[src/core/pm_clock_pkg.sv]
// package: register map, field layout and encodings for the power-management clock divider
package pm_clock_pkg;

  // ---------------------------------------------------------------
  // register map (word indices and byte addresses)
  // ---------------------------------------------------------------
  localparam logic [11:0] power_mgmt_control_addr = 12'h0C4;
  localparam logic [11:0] activity_status_addr = 12'h0C5;
  localparam logic [11:0] activity_status_index = 12'h0C5;
  localparam logic [11:0] activity_status_byte_addr = 12'h314;
  localparam logic [11:0] power_mgmt_control_byte_addr = 12'h310;
  localparam logic [11:0] osc_select_byte_addr = 12'h318;

  // ---------------------------------------------------------------
  // power_mgmt_control fields
  // ---------------------------------------------------------------
  localparam int divider_select_hi_pos = 7;
  localparam int divider_select_lo_pos = 6;
  localparam int switchback_enable_pos = 5;
  localparam logic switchback_enable_reset = 1'b0;

  // ---------------------------------------------------------------
  // activity_status fields
  // ---------------------------------------------------------------
  localparam int power_fail_in_progress_pos = 7;
  localparam int high_prio_in_progress_pos = 6;
  localparam int low_prio_in_progress_pos = 5;
  localparam int serial1_tx_active_pos = 3;
  localparam int serial1_rx_active_pos = 2;
  localparam int serial0_tx_active_pos = 1;
  localparam int serial0_rx_active_pos = 0;
  localparam logic [7:0] activity_status_reset = 8'h00;

  // ---------------------------------------------------------------
  // oscillator select register field
  // ---------------------------------------------------------------
  localparam int ring_run_pos = 0;
  localparam logic ring_run_reset = 1'b0;

  // ---------------------------------------------------------------
  // divider encodings and clocks per machine cycle
  // ---------------------------------------------------------------
  typedef enum logic [1:0] {
    div_reserved = 2'b00,
    div_full_speed = 2'b01,
    reduced_speed_div64 = 2'b10,
    reduced_speed_div1024 = 2'b11
  } divider_select_t;

  localparam divider_select_t divider_select_reset = div_full_speed;
  localparam int clocks_full_speed = 4;
  localparam int clocks_div64 = 64;
  localparam int clocks_div1024 = 1024;
  localparam int phase_count_width = 10;

endpackage

[src/core/machine_cycle_timer.sv]
// machine-cycle counter: marks the last oscillator clock of each machine cycle
`timescale 1ns/1ps
module machine_cycle_timer #(
  parameter int width = pm_clock_pkg::phase_count_width
) (
  input wire logic clk,
  input wire logic rst,
  input wire pm_clock_pkg::divider_select_t divider,
  output logic cycle_end,
  output logic [1:0] phase
);
  import pm_clock_pkg::*;

  logic [width-1:0] count;
  logic [width-1:0] last;

  // ---------------------------------------------------------------
  // terminal count per divider
  // ---------------------------------------------------------------
  always_comb begin
    case (divider)
      reduced_speed_div64: last = width'(clocks_div64 - 1);
      reduced_speed_div1024: last = width'(clocks_div1024 - 1);
      default: last = width'(clocks_full_speed - 1);
    endcase
  end

  assign cycle_end = (count == last);

  // ---------------------------------------------------------------
  // counter
  // ---------------------------------------------------------------
  always_ff @(posedge clk) begin
    if (rst || cycle_end) begin
      count <= '0;
    end else begin
      count <= count + width'(1);
    end
  end

  // internal clock phase C1..C4 as quarter of the cycle
  always_comb begin
    case (divider)
      reduced_speed_div64: phase = count[5:4];
      reduced_speed_div1024: phase = count[9:8];
      default: phase = count[1:0];
    endcase
  end
endmodule

[src/core/power_mgmt_clock_divider.sv]
// power-management clock divider with switchback and activity status, APB slave
//
// Implementation choice: the APB register port.
`timescale 1ns/1ps

// Functional notes
// - reset runs four clocks per machine cycle
// - reduced modes use 64 or 1024 clocks
// - divider codes: 00 reserved,01/10/11 = 4/64/1024
// - 01 anytime; 10/11 only from 01
// - illegal divider transitions ignored, bits unchanged
// - switchback enable resets 0, inert when 0
// - switchback forces divider back to 01
// - acknowledged external interrupt triggers switchback
// - enabled serial receiver falling edge triggers switchback
// - transmit buffer load triggers switchback
// - read-only activity status, resets to zero
// - bit 7 power-fail service in progress
// - bit 6 high-priority service in progress
// - bit 5 low-priority service in progress
// - bit 3 second port transmitter active
// - bit 2 second port receiver active
// - bit 1 first port transmitter active
// - ring oscillator may run in normal operation
module power_mgmt_clock_divider (
  input wire logic clk,
  input wire logic rst,
  input wire logic psel,
  input wire logic penable,
  input wire logic pwrite,
  input wire logic [11:0] paddr,
  input wire logic [31:0] pwdata,
  input wire logic [3:0] pstrb,
  output logic [31:0] prdata,
  output logic pready,
  output logic pslverr,
  input wire logic int_ack,
  input wire logic power_fail_in_service,
  input wire logic high_prio_in_progress,
  input wire logic low_prio_in_progress,
  input wire logic serial0_rx_enable,
  input wire logic serial1_rx_enable,
  input wire logic serial0_rx_pin,
  input wire logic serial1_rx_pin,
  input wire logic serial0_tx_load,
  input wire logic serial1_tx_load,
  input wire logic serial0_tx_busy,
  input wire logic serial1_tx_busy,
  input wire logic serial0_rx_busy,
  input wire logic serial1_rx_busy,
  output pm_clock_pkg::divider_select_t divider_select,
  output logic [1:0] machine_phase,
  output logic machine_cycle_end,
  output logic ring_osc_run
);
  import pm_clock_pkg::*;

  // ---------------------------------------------------------------
  // state
  // ---------------------------------------------------------------
  divider_select_t requested;
  logic switchback_enable;
  logic [7:0] activity_status;
  logic rx0_prev;
  logic rx1_prev;
  logic cycle_end;
  logic [1:0] phase;

  logic access;
  logic wr;
  logic hit_ctrl;
  logic hit_status;
  logic hit_osc;
  logic mapped;
  logic ctrl_write;
  logic [1:0] wr_div;
  logic div_write_ok;
  logic rx0_fall;
  logic rx1_fall;
  logic switchback_event;

  // ---------------------------------------------------------------
  // bus decode
  // ---------------------------------------------------------------
  assign access = psel && penable;
  assign wr = access && pwrite;
  assign hit_ctrl = (paddr == power_mgmt_control_byte_addr);
  assign hit_status = (paddr == activity_status_byte_addr);
  assign hit_osc = (paddr == osc_select_byte_addr);
  assign mapped = hit_ctrl || hit_status || hit_osc;
  assign pready = 1'b1;
  assign pslverr = access && (!mapped || (pwrite && hit_status));
  assign ctrl_write = wr && hit_ctrl && pstrb[0];
  assign wr_div = pwdata[divider_select_hi_pos:divider_select_lo_pos];

  // legal transitions: to 01 anytime, to 10/11 only from 01
  always_comb begin
    case (wr_div)
      2'b01: div_write_ok = 1'b1;
      2'b10, 2'b11: div_write_ok = (requested == div_full_speed);
      default: div_write_ok = 1'b0;
    endcase
  end

  // ---------------------------------------------------------------
  // switchback sources
  // ---------------------------------------------------------------
  assign rx0_fall = rx0_prev && !serial0_rx_pin && serial0_rx_enable;
  assign rx1_fall = rx1_prev && !serial1_rx_pin && serial1_rx_enable;
  assign switchback_event = switchback_enable
    && (int_ack
    || rx0_fall || rx1_fall
    || serial0_tx_load || serial1_tx_load);

  always_ff @(posedge clk) begin
    if (rst) begin
      rx0_prev <= 1'b1;
      rx1_prev <= 1'b1;
    end else begin
      rx0_prev <= serial0_rx_pin;
      rx1_prev <= serial1_rx_pin;
    end
  end

  // ---------------------------------------------------------------
  // control register: requested divider and switchback enable
  // ---------------------------------------------------------------
  always_ff @(posedge clk) begin
    if (rst) begin
      requested <= divider_select_reset;
    end else if (switchback_event) begin
      requested <= div_full_speed;
    end else if (ctrl_write && div_write_ok) begin
      requested <= divider_select_t'(wr_div);
    end
  end

  always_ff @(posedge clk) begin
    if (rst) begin
      switchback_enable <= switchback_enable_reset;
    end else if (ctrl_write) begin
      switchback_enable <= pwdata[switchback_enable_pos];
    end
  end

  always_ff @(posedge clk) begin
    if (rst) begin
      ring_osc_run <= ring_run_reset;
    end else if (wr && hit_osc && pstrb[0]) begin
      ring_osc_run <= pwdata[ring_run_pos];
    end
  end

  // ---------------------------------------------------------------
  // applied divider, updated at machine-cycle boundary
  // ---------------------------------------------------------------
  always_ff @(posedge clk) begin
    if (rst) begin
      divider_select <= divider_select_reset;
    end else if (cycle_end) begin
      // a move between the two reduced rates passes through full speed
      if (requested != divider_select && requested != div_full_speed
          && divider_select != div_full_speed) begin
        divider_select <= div_full_speed;
      end else begin
        divider_select <= requested;
      end
    end
  end

  machine_cycle_timer #(
    .width(phase_count_width)
  ) u_timer (
    .clk(clk),
    .rst(rst),
    .divider(divider_select),
    .cycle_end(cycle_end),
    .phase(phase)
  );

  assign machine_cycle_end = cycle_end;
  assign machine_phase = phase;

  // ---------------------------------------------------------------
  // activity status
  // ---------------------------------------------------------------
  always_ff @(posedge clk) begin
    if (rst) begin
      activity_status <= activity_status_reset;
    end else begin
      activity_status[power_fail_in_progress_pos] <= power_fail_in_service;
      activity_status[high_prio_in_progress_pos] <= high_prio_in_progress;
      activity_status[low_prio_in_progress_pos] <= low_prio_in_progress;
      activity_status[4] <= 1'b0;
      activity_status[serial1_tx_active_pos] <= serial1_tx_busy;
      activity_status[serial1_rx_active_pos] <= serial1_rx_busy;
      activity_status[serial0_tx_active_pos] <= serial0_tx_busy;
      activity_status[serial0_rx_active_pos] <= serial0_rx_busy;
    end
  end

  // ---------------------------------------------------------------
  // read data
  // ---------------------------------------------------------------
  always_ff @(posedge clk) begin
    if (rst) begin
      prdata <= 32'h00000000;
    end else if (psel && !penable && !pwrite) begin
      prdata <= 32'h00000000;
      if (paddr == power_mgmt_control_byte_addr) begin
        prdata[divider_select_hi_pos:divider_select_lo_pos] <= requested;
        prdata[switchback_enable_pos] <= switchback_enable;
      end else if (paddr == activity_status_byte_addr) begin
        prdata[7:0] <= activity_status;
      end else if (paddr == osc_select_byte_addr) begin
        prdata[ring_run_pos] <= ring_osc_run;
      end
    end
  end
endmodule

[config.mk]
export PLATFORM = sky130hd
export DESIGN_NAME = power_mgmt_clock_divider
export DESIGN_NICKNAME = d
export VERILOG_FILES = /design/src/core/pm_clock_pkg.sv /design/src/core/machine_cycle_timer.sv /design/src/core/power_mgmt_clock_divider.sv
export SDC_FILE = /design/constraint.sdc
export NUM_CORES = 1
export LEC_CHECK = 0
export ABC_AREA = 0
export BUFFER_PORTS_ARGS = -buffer_cell sky130_fd_sc_hd__buf_2
export CAP_MARGIN = 20
export CORE_MARGIN = 1
export CORE_UTILIZATION = 42
export CTS_CLUSTER_DIAMETER = 50
export DETAILED_ROUTE_END_ITERATION = 8
export GPL_TIMING_DRIVEN = 0
export HOLD_SLACK_MARGIN = 0.05
export PLACE_DENSITY_LB_ADDON = 0.08
export SETUP_SLACK_MARGIN = 0.3
export SLEW_MARGIN = 30
export SYNTH_ARGS = -nofsm -noshare
export SYNTH_HDL_FRONTEND = slang
export SYNTH_SLANG_ARGS = --single-unit
[constraint.sdc]
create_clock -name clk -period 2.3 [get_ports clk]
set_clock_uncertainty 0.15 [all_clocks]
set_input_delay 0.115 -clock clk [delete_from_list [all_inputs] [get_ports clk]]
set_output_delay 0.115 -clock clk [all_outputs]
set_load 0.01 [all_outputs]
==> impl_metrics.toml, run 1 <==
[logic_synthesis]
syn-instance-count = 199
synth_seq_cells = 32
syn_area_sq_um = 1700
synth_area_per_cell_sq_um = 8.56
synth_cell_types = 44
yosys_most_used_dff = "dfxtp_1"
synth.yosys.seq_area_share = 0.376
synth_warnings = 0
synthArstFlopShare = 0
synth_edf_count = 0

[sta]
clock.fmax_ghz = 0.476
finalCritPeriodShare = 0.914
fin_crit_ns = 2.10
finalHoldViolCount = 0
timing.setup.tns_ns = 0
maxSlewViolCount = 0
setup_viol = 0
whs_ns = 0.136
tightest_slew_ns = 0.572
relSlewSlack = 0.615
rsz0062_at_grt = "true"

[drt]
routed.top_layer = "met4"
route.met2.wl_mm = 1.83
ant_nets = 0
wl_per_cell_microns = 11.1
drt-met1-wl_mm = 1.80
drtIter0Drc = 46
routed_wl_mm = 3.95
avgViaCountPerCell = 4.68
drc = 0
dr_total_vias = 1656
first_pass_iters = 4
met3_length_microns = 269

[finish]
n_antenna_cell = 0
nNetsFinal = 373
area_delta_synth_final_pct = 48.8
fill_cells = 324
drive_gt1_frac = 0.379
fin_area_sq_um = 2530

[place]
hpwlAfterDp_mm = 2.72
gp_congestion = 0.800
placed_area_sq_um = 2100
io_buffers = 49

[job]
maxCapViolCount = 0

[worst_hold_path]
min_path_cells = 5
min_from = "paddr[2]"
hp-class = "in -> reg"
worst_hold_path.endpoint = "prdata[5]"

[setup_path]
path_common_cell = "buf_6"
rrSetupSlack_ns = 0.20
r2r-start = "u_timer.count[4]"
cp-end-kind = "output pin"
start_kind = "flop"
r2r-end = "u_timer.count[1]"
cp_max_fo = 2
cpPeakStageDelay_ns = 0.53
critPathRequiredTime_ns = 2.04
crit_chain = "or4_4, mux2_4, a21oi_4, buf_6, buf_6"
arrival_ns = 1.84
cp_slowest_cell = "or4_4"
crit_type = "reg -> out"
reg2regPathDepth = 9

[cts]
clock_sinks = 32
cts.clk_slew.worst_paths_ns = 0.07
clock_latency_ns = 0.29
cts_tree = "yes"
numCtsBuffers = 5
cts_max_level = 2
root_buffer = "clkbuf_8"
cts.path.max_buffers = 2

[floorplan]
core_sq_um = 3770
initial_core_util = 0.452
io_pins = 107
die_area_sq_um = 4310
die_h_microns = 65.7
dieWidth_microns = 65.7
rows = 22

[pwr]
peakVddDrop_mv = 0.386
p_leak_nw = 1.17
power_density_nw_per_um2 = 535

[global_route]
grt_max_degree = 12
antenna_found_initial = 0
grt_first_pass_wirelength_mm = 6.52
overflow = 0
grt_pass1_vias = 1522
grtUsageTotal = 0.197

[outcome]
outcome = "finished clean"
==> per-layer routing <==
| layer | vias to the layer above | GRT usage |
|---|---|---|
| li1 | 854 | - |
| met1 | 740 | 0.244 |
| met2 | 57 | 0.333 |
| met3 | 5 | 0.0538 |
| met4 | 0 | 0.0489 |
| met5 | - | 0 |
==> registers in the layout, indices dropped and copies added (netlist names) <==
name,count
prdata,7
rx0_prev,1
ring_osc_run,1
switchback_enable,1
requested,2
divider_select,2
u_timer.count,10
activity_status,7
rx1_prev,1
==> critical path, delay by kind of cell, from the launching register on <==
family	cells	cell delay (ns)
AND/OR/NAND/NOR	1	0.53
flip-flops	1	0.34
multiplexers	1	0.31
buffers and inverters	2	0.22
AO/OA/AOI/OAI	1	0.15
==> logic make-up (layout without fill, tap and decap cells) <==
logic type | count (synthesis) | count (layout) | synth area share
AND/OR/NAND/NOR | 84 | 84 | 0.284
buffers and inverters | 38 | 121 | 0.143
flip-flops | 32 | 32 | 0.376
AO/OA/AOI/OAI | 28 | 28 | 0.109
XOR/XNOR | 10 | 10 | 0.0514
multiplexers | 4 | 4 | 0.0242
other | 2 | 26 | 0.00441
adder cells (fa/ha/maj) | 1 | 1 | 0.00735
==> cell usage in the layout (no fill, tap or decap), drive strengths merged, types with 6 or more instances in the layout <==
master and n:
conb 26, nor2b 8, dlygate4sd3 14, buf 90
xor2 6, nand3 7, dfxtp 32, clkbuf 10
nor3 13, nand2 15, a21oi 13, nor2 11
==> worst max path at each step <==
stage,start,to,cells after the start
after floorplan,divider_select[1],divider_select[0],5
after global placement,u_timer.count[0],divider_select[0],5
after detailed placement,u_timer.count[0],divider_select[0],5
after CTS,u_timer.count[2],machine_cycle_end,5
after global routing,u_timer.count[4],machine_cycle_end,5
final,u_timer.count[4],machine_cycle_end,5
==> per-stage QoR <==
step	total power, mW	std cells	setup WS [ns]	util
global route	1.43	354	0.161	0.672
floorplan	0.706	223	0.334	-
finish	1.36	354	0.197	0.672
detailed placement	0.765	320	0.127	0.556
CTS	1.35	352	0.229	0.656
global placement	0.763	320	0.162	0.556
==> Yosys cell counts (all sizes together), types with 4 or more instances <==
library cell / count / area, sq um
nor2: 11 / 41.3
inv: 4 / 15.0
nor2b: 8 / 50.1
nand3: 7 / 35.0
nand2: 15 / 56.3
dfxtp: 32 / 641
xor2: 6 / 52.6
buf: 29 / 210
a21oi: 13 / 65.1
or3: 4 / 30.0
nor3: 13 / 65.1
clkbuf: 5 / 18.8
xnor2: 4 / 35.0
nand4: 4 / 25.0
==> final cells by class <==
type	count	area, sq um	area share
timing repair buffer	75	504	0.199
multi-input combinational	153	945	0.373
inverter	4	15.0	0.00593
tap	48	60.1	0.0237
buffer	34	244	0.0963
clock inverter	3	42.5	0.0168
sequential	32	654	0.258
clock buffer	5	68.8	0.0272
==> where the power goes <==
group / leakage (nW) / switching (mW) / total (mW) / internal [mW]
Sequential: 0.264 / 0.0144 / 0.585 / 0.571
Clock: 0.0541 / 0.219 / 0.539 / 0.320
Combinational: 0.851 / 0.0994 / 0.231 / 0.132
Total: 1.17 / 0.333 / 1.36 / 1.02
==> what timing repair did <==
item	in CTS	in global routing
setup buffers	10	2
gates resized for setup	15	13
endpoints found under the setup margin	12	12
hold buffers	14	0
hold endpoints to repair	14	0
pin swaps	1	1
Power figures use the tool's default switching activity.
==> run 2, diff against run 1 <==
Settings changed: CORE_ASPECT_RATIO set to 0.75.
==> run 2 against run 1 <==
Hold slack worse by 0.010 ns. Utilization down 2.6 points. Highest routed layer is now met3. Global-route usage down 1.2 points. Largest power group unchanged.
==> impl_metrics.toml, run 2 (synthesized netlist as in run 1, its figures left out) <==
[outcome]
outcome = "finished clean"

[sta]
rsz0062_at_grt = "true"
finalHoldViolCount = 0
whs_ns = 0.126
relSlewSlack = 0.588
fin_crit_ns = 2.08
clock.fmax_ghz = 0.481
setup_viol = 0
finalCritPeriodShare = 0.904
tightest_slew_ns = 0.613
timing.setup.tns_ns = 0
maxSlewViolCount = 0
layout_setup_ws_ns = 0.222

[pwr]
p_leak_nw = 1.12
peakVddDrop_mv = 0.487
power_density_nw_per_um2 = 484

[drt]
wl_per_cell_microns = 10.7
drtIter0Drc = 56
dr_total_vias = 1624
routed_wl_mm = 3.77
avgViaCountPerCell = 4.63
first_pass_iters = 4
ant_nets = 0
drc = 0

[finish]
top_regs = "u_timer.count: 10 flops, activity_status: 7 flops, prdata: 7 flops"
final_common_cell = "buf_2"
layoutNonFillerInstCount = 351
area_delta_synth_final_pct = 43.3
drive_gt1_frac = 0.365
n_antenna_cell = 0
regMostFlops = "u_timer.count"
postLayoutCoreUtil = 0.645
fill_cells = 331
largest_register_ffs = 10
final_cell_mix = "buf_2, buf_4, dfxtp_1"
nNetsFinal = 367

[global_route]
antenna_found_initial = 0
grt_max_degree = 11
grt_first_pass_wirelength_mm = 6.09
overflow = 0
grtUsageTotal = 0.185
grt_pass1_vias = 1384

[floorplan]
dieWidth_microns = 75.5
core_sq_um = 3780
die_area_sq_um = 4320
io_pins = 107
rows = 19
die_h_microns = 57.1
initial_core_util = 0.451

[setup_path]
path_common_cell = "buf_6"
critPathRequiredTime_ns = 2.04
cpPeakStageDelay_ns = 0.53
cp_max_fo = 2
crit_chain = "or4_4, mux2_4, a21oi_4, buf_6, buf_6"
crit_type = "reg -> out"
cp-end-kind = "output pin"
cp_slowest_cell = "or4_4"
start_kind = "flop"
arrival_ns = 1.81

[cts]
root_buffer = "clkbuf_8"
numCtsBuffers = 5
clock_sinks = 32
clock_latency_ns = 0.27
cts.path.max_buffers = 2
cts_tree = "yes"
cts_max_level = 2
cts.clk_slew.worst_paths_ns = 0.06

[worst_hold_path]
hp-class = "in -> reg"

[job]
maxCapViolCount = 0

[place]
placedCellCount = 324
gp_congestion = 0.774
hpwlAfterDp_mm = 2.69
io_buffers = 49
dp_slack_ns = 0.173
[run 2: metrics by stage]
step           instance area (sq um)  power, mW
6_report                        2440       1.18
5_1_grt                         2440       1.25
4_1_cts                         2410       1.18
3_5_place_dp                    2100      0.763
3_3_place_gp                    2100      0.762
2_1_floorplan                   1790      0.706
[run 2: where the power goes]
| group | total [mW] | switching [mW] | internal, mW |
|---|---|---|---|
| clock | 0.386 | 0.181 | 0.205 |
| combinational | 0.212 | 0.0951 | 0.117 |
| sequential | 0.585 | 0.0132 | 0.571 |
| total | 1.18 | 0.289 | 0.893 |
[run 2: path summary, 6_finish.rpt]
path	startpoint	to	slack (ns)	cells after the start
worst max-delay path	u_timer.count[2]	machine_cycle_end	0.22	5
worst min-delay path	serial1_tx_load	requested[1]	0.13	5
worst min register to register	activity_status[6]	prdata[6]	0.29	2
worst max register to register	divider_select[0]	divider_select[0]	0.32	5
[run 2: repair_timing]
action,CTS,global route
gates resized for setup,14,7
hold endpoints to repair,13,0
setup buffers,6,0
hold buffers,14,0
endpoints found under the setup margin,11,12
pin swaps,1,0
[run 2: area by class of cell]
cell class                 instances  area [sq um]  area share
sequential                        32           654       0.268
clock buffer                       6          72.6      0.0297
buffer                            34           240      0.0985
timing repair buffer              69           437       0.179
inverter                           4          15.0     0.00615
clock inverter                     1          5.00     0.00205
multi-input combinational        153           951       0.390
tap                               52          65.1      0.0267
[run 2: worst max-delay path: cells and delay by family (launching register included)]
family                 cells  cell delay (ns)
and+or+nand+nor            1             0.53
DFF                        1             0.34
AOI/OAI and AO/OA          1             0.14
buffers and inverters      2             0.22
muxes                      1             0.31
[run 2: routing by layer]
| layer | wire (microns) | track usage | part of all wire |
|---|---|---|---|
| met3 | 260 | 0.0477 | 0.069 |
| met5 | 0 | 0 | 0 |
| met2 | 1630 | 0.284 | 0.43 |
| met1 | 1890 | 0.269 | 0.50 |
| met4 | 0 | 0.0265 | 0 |
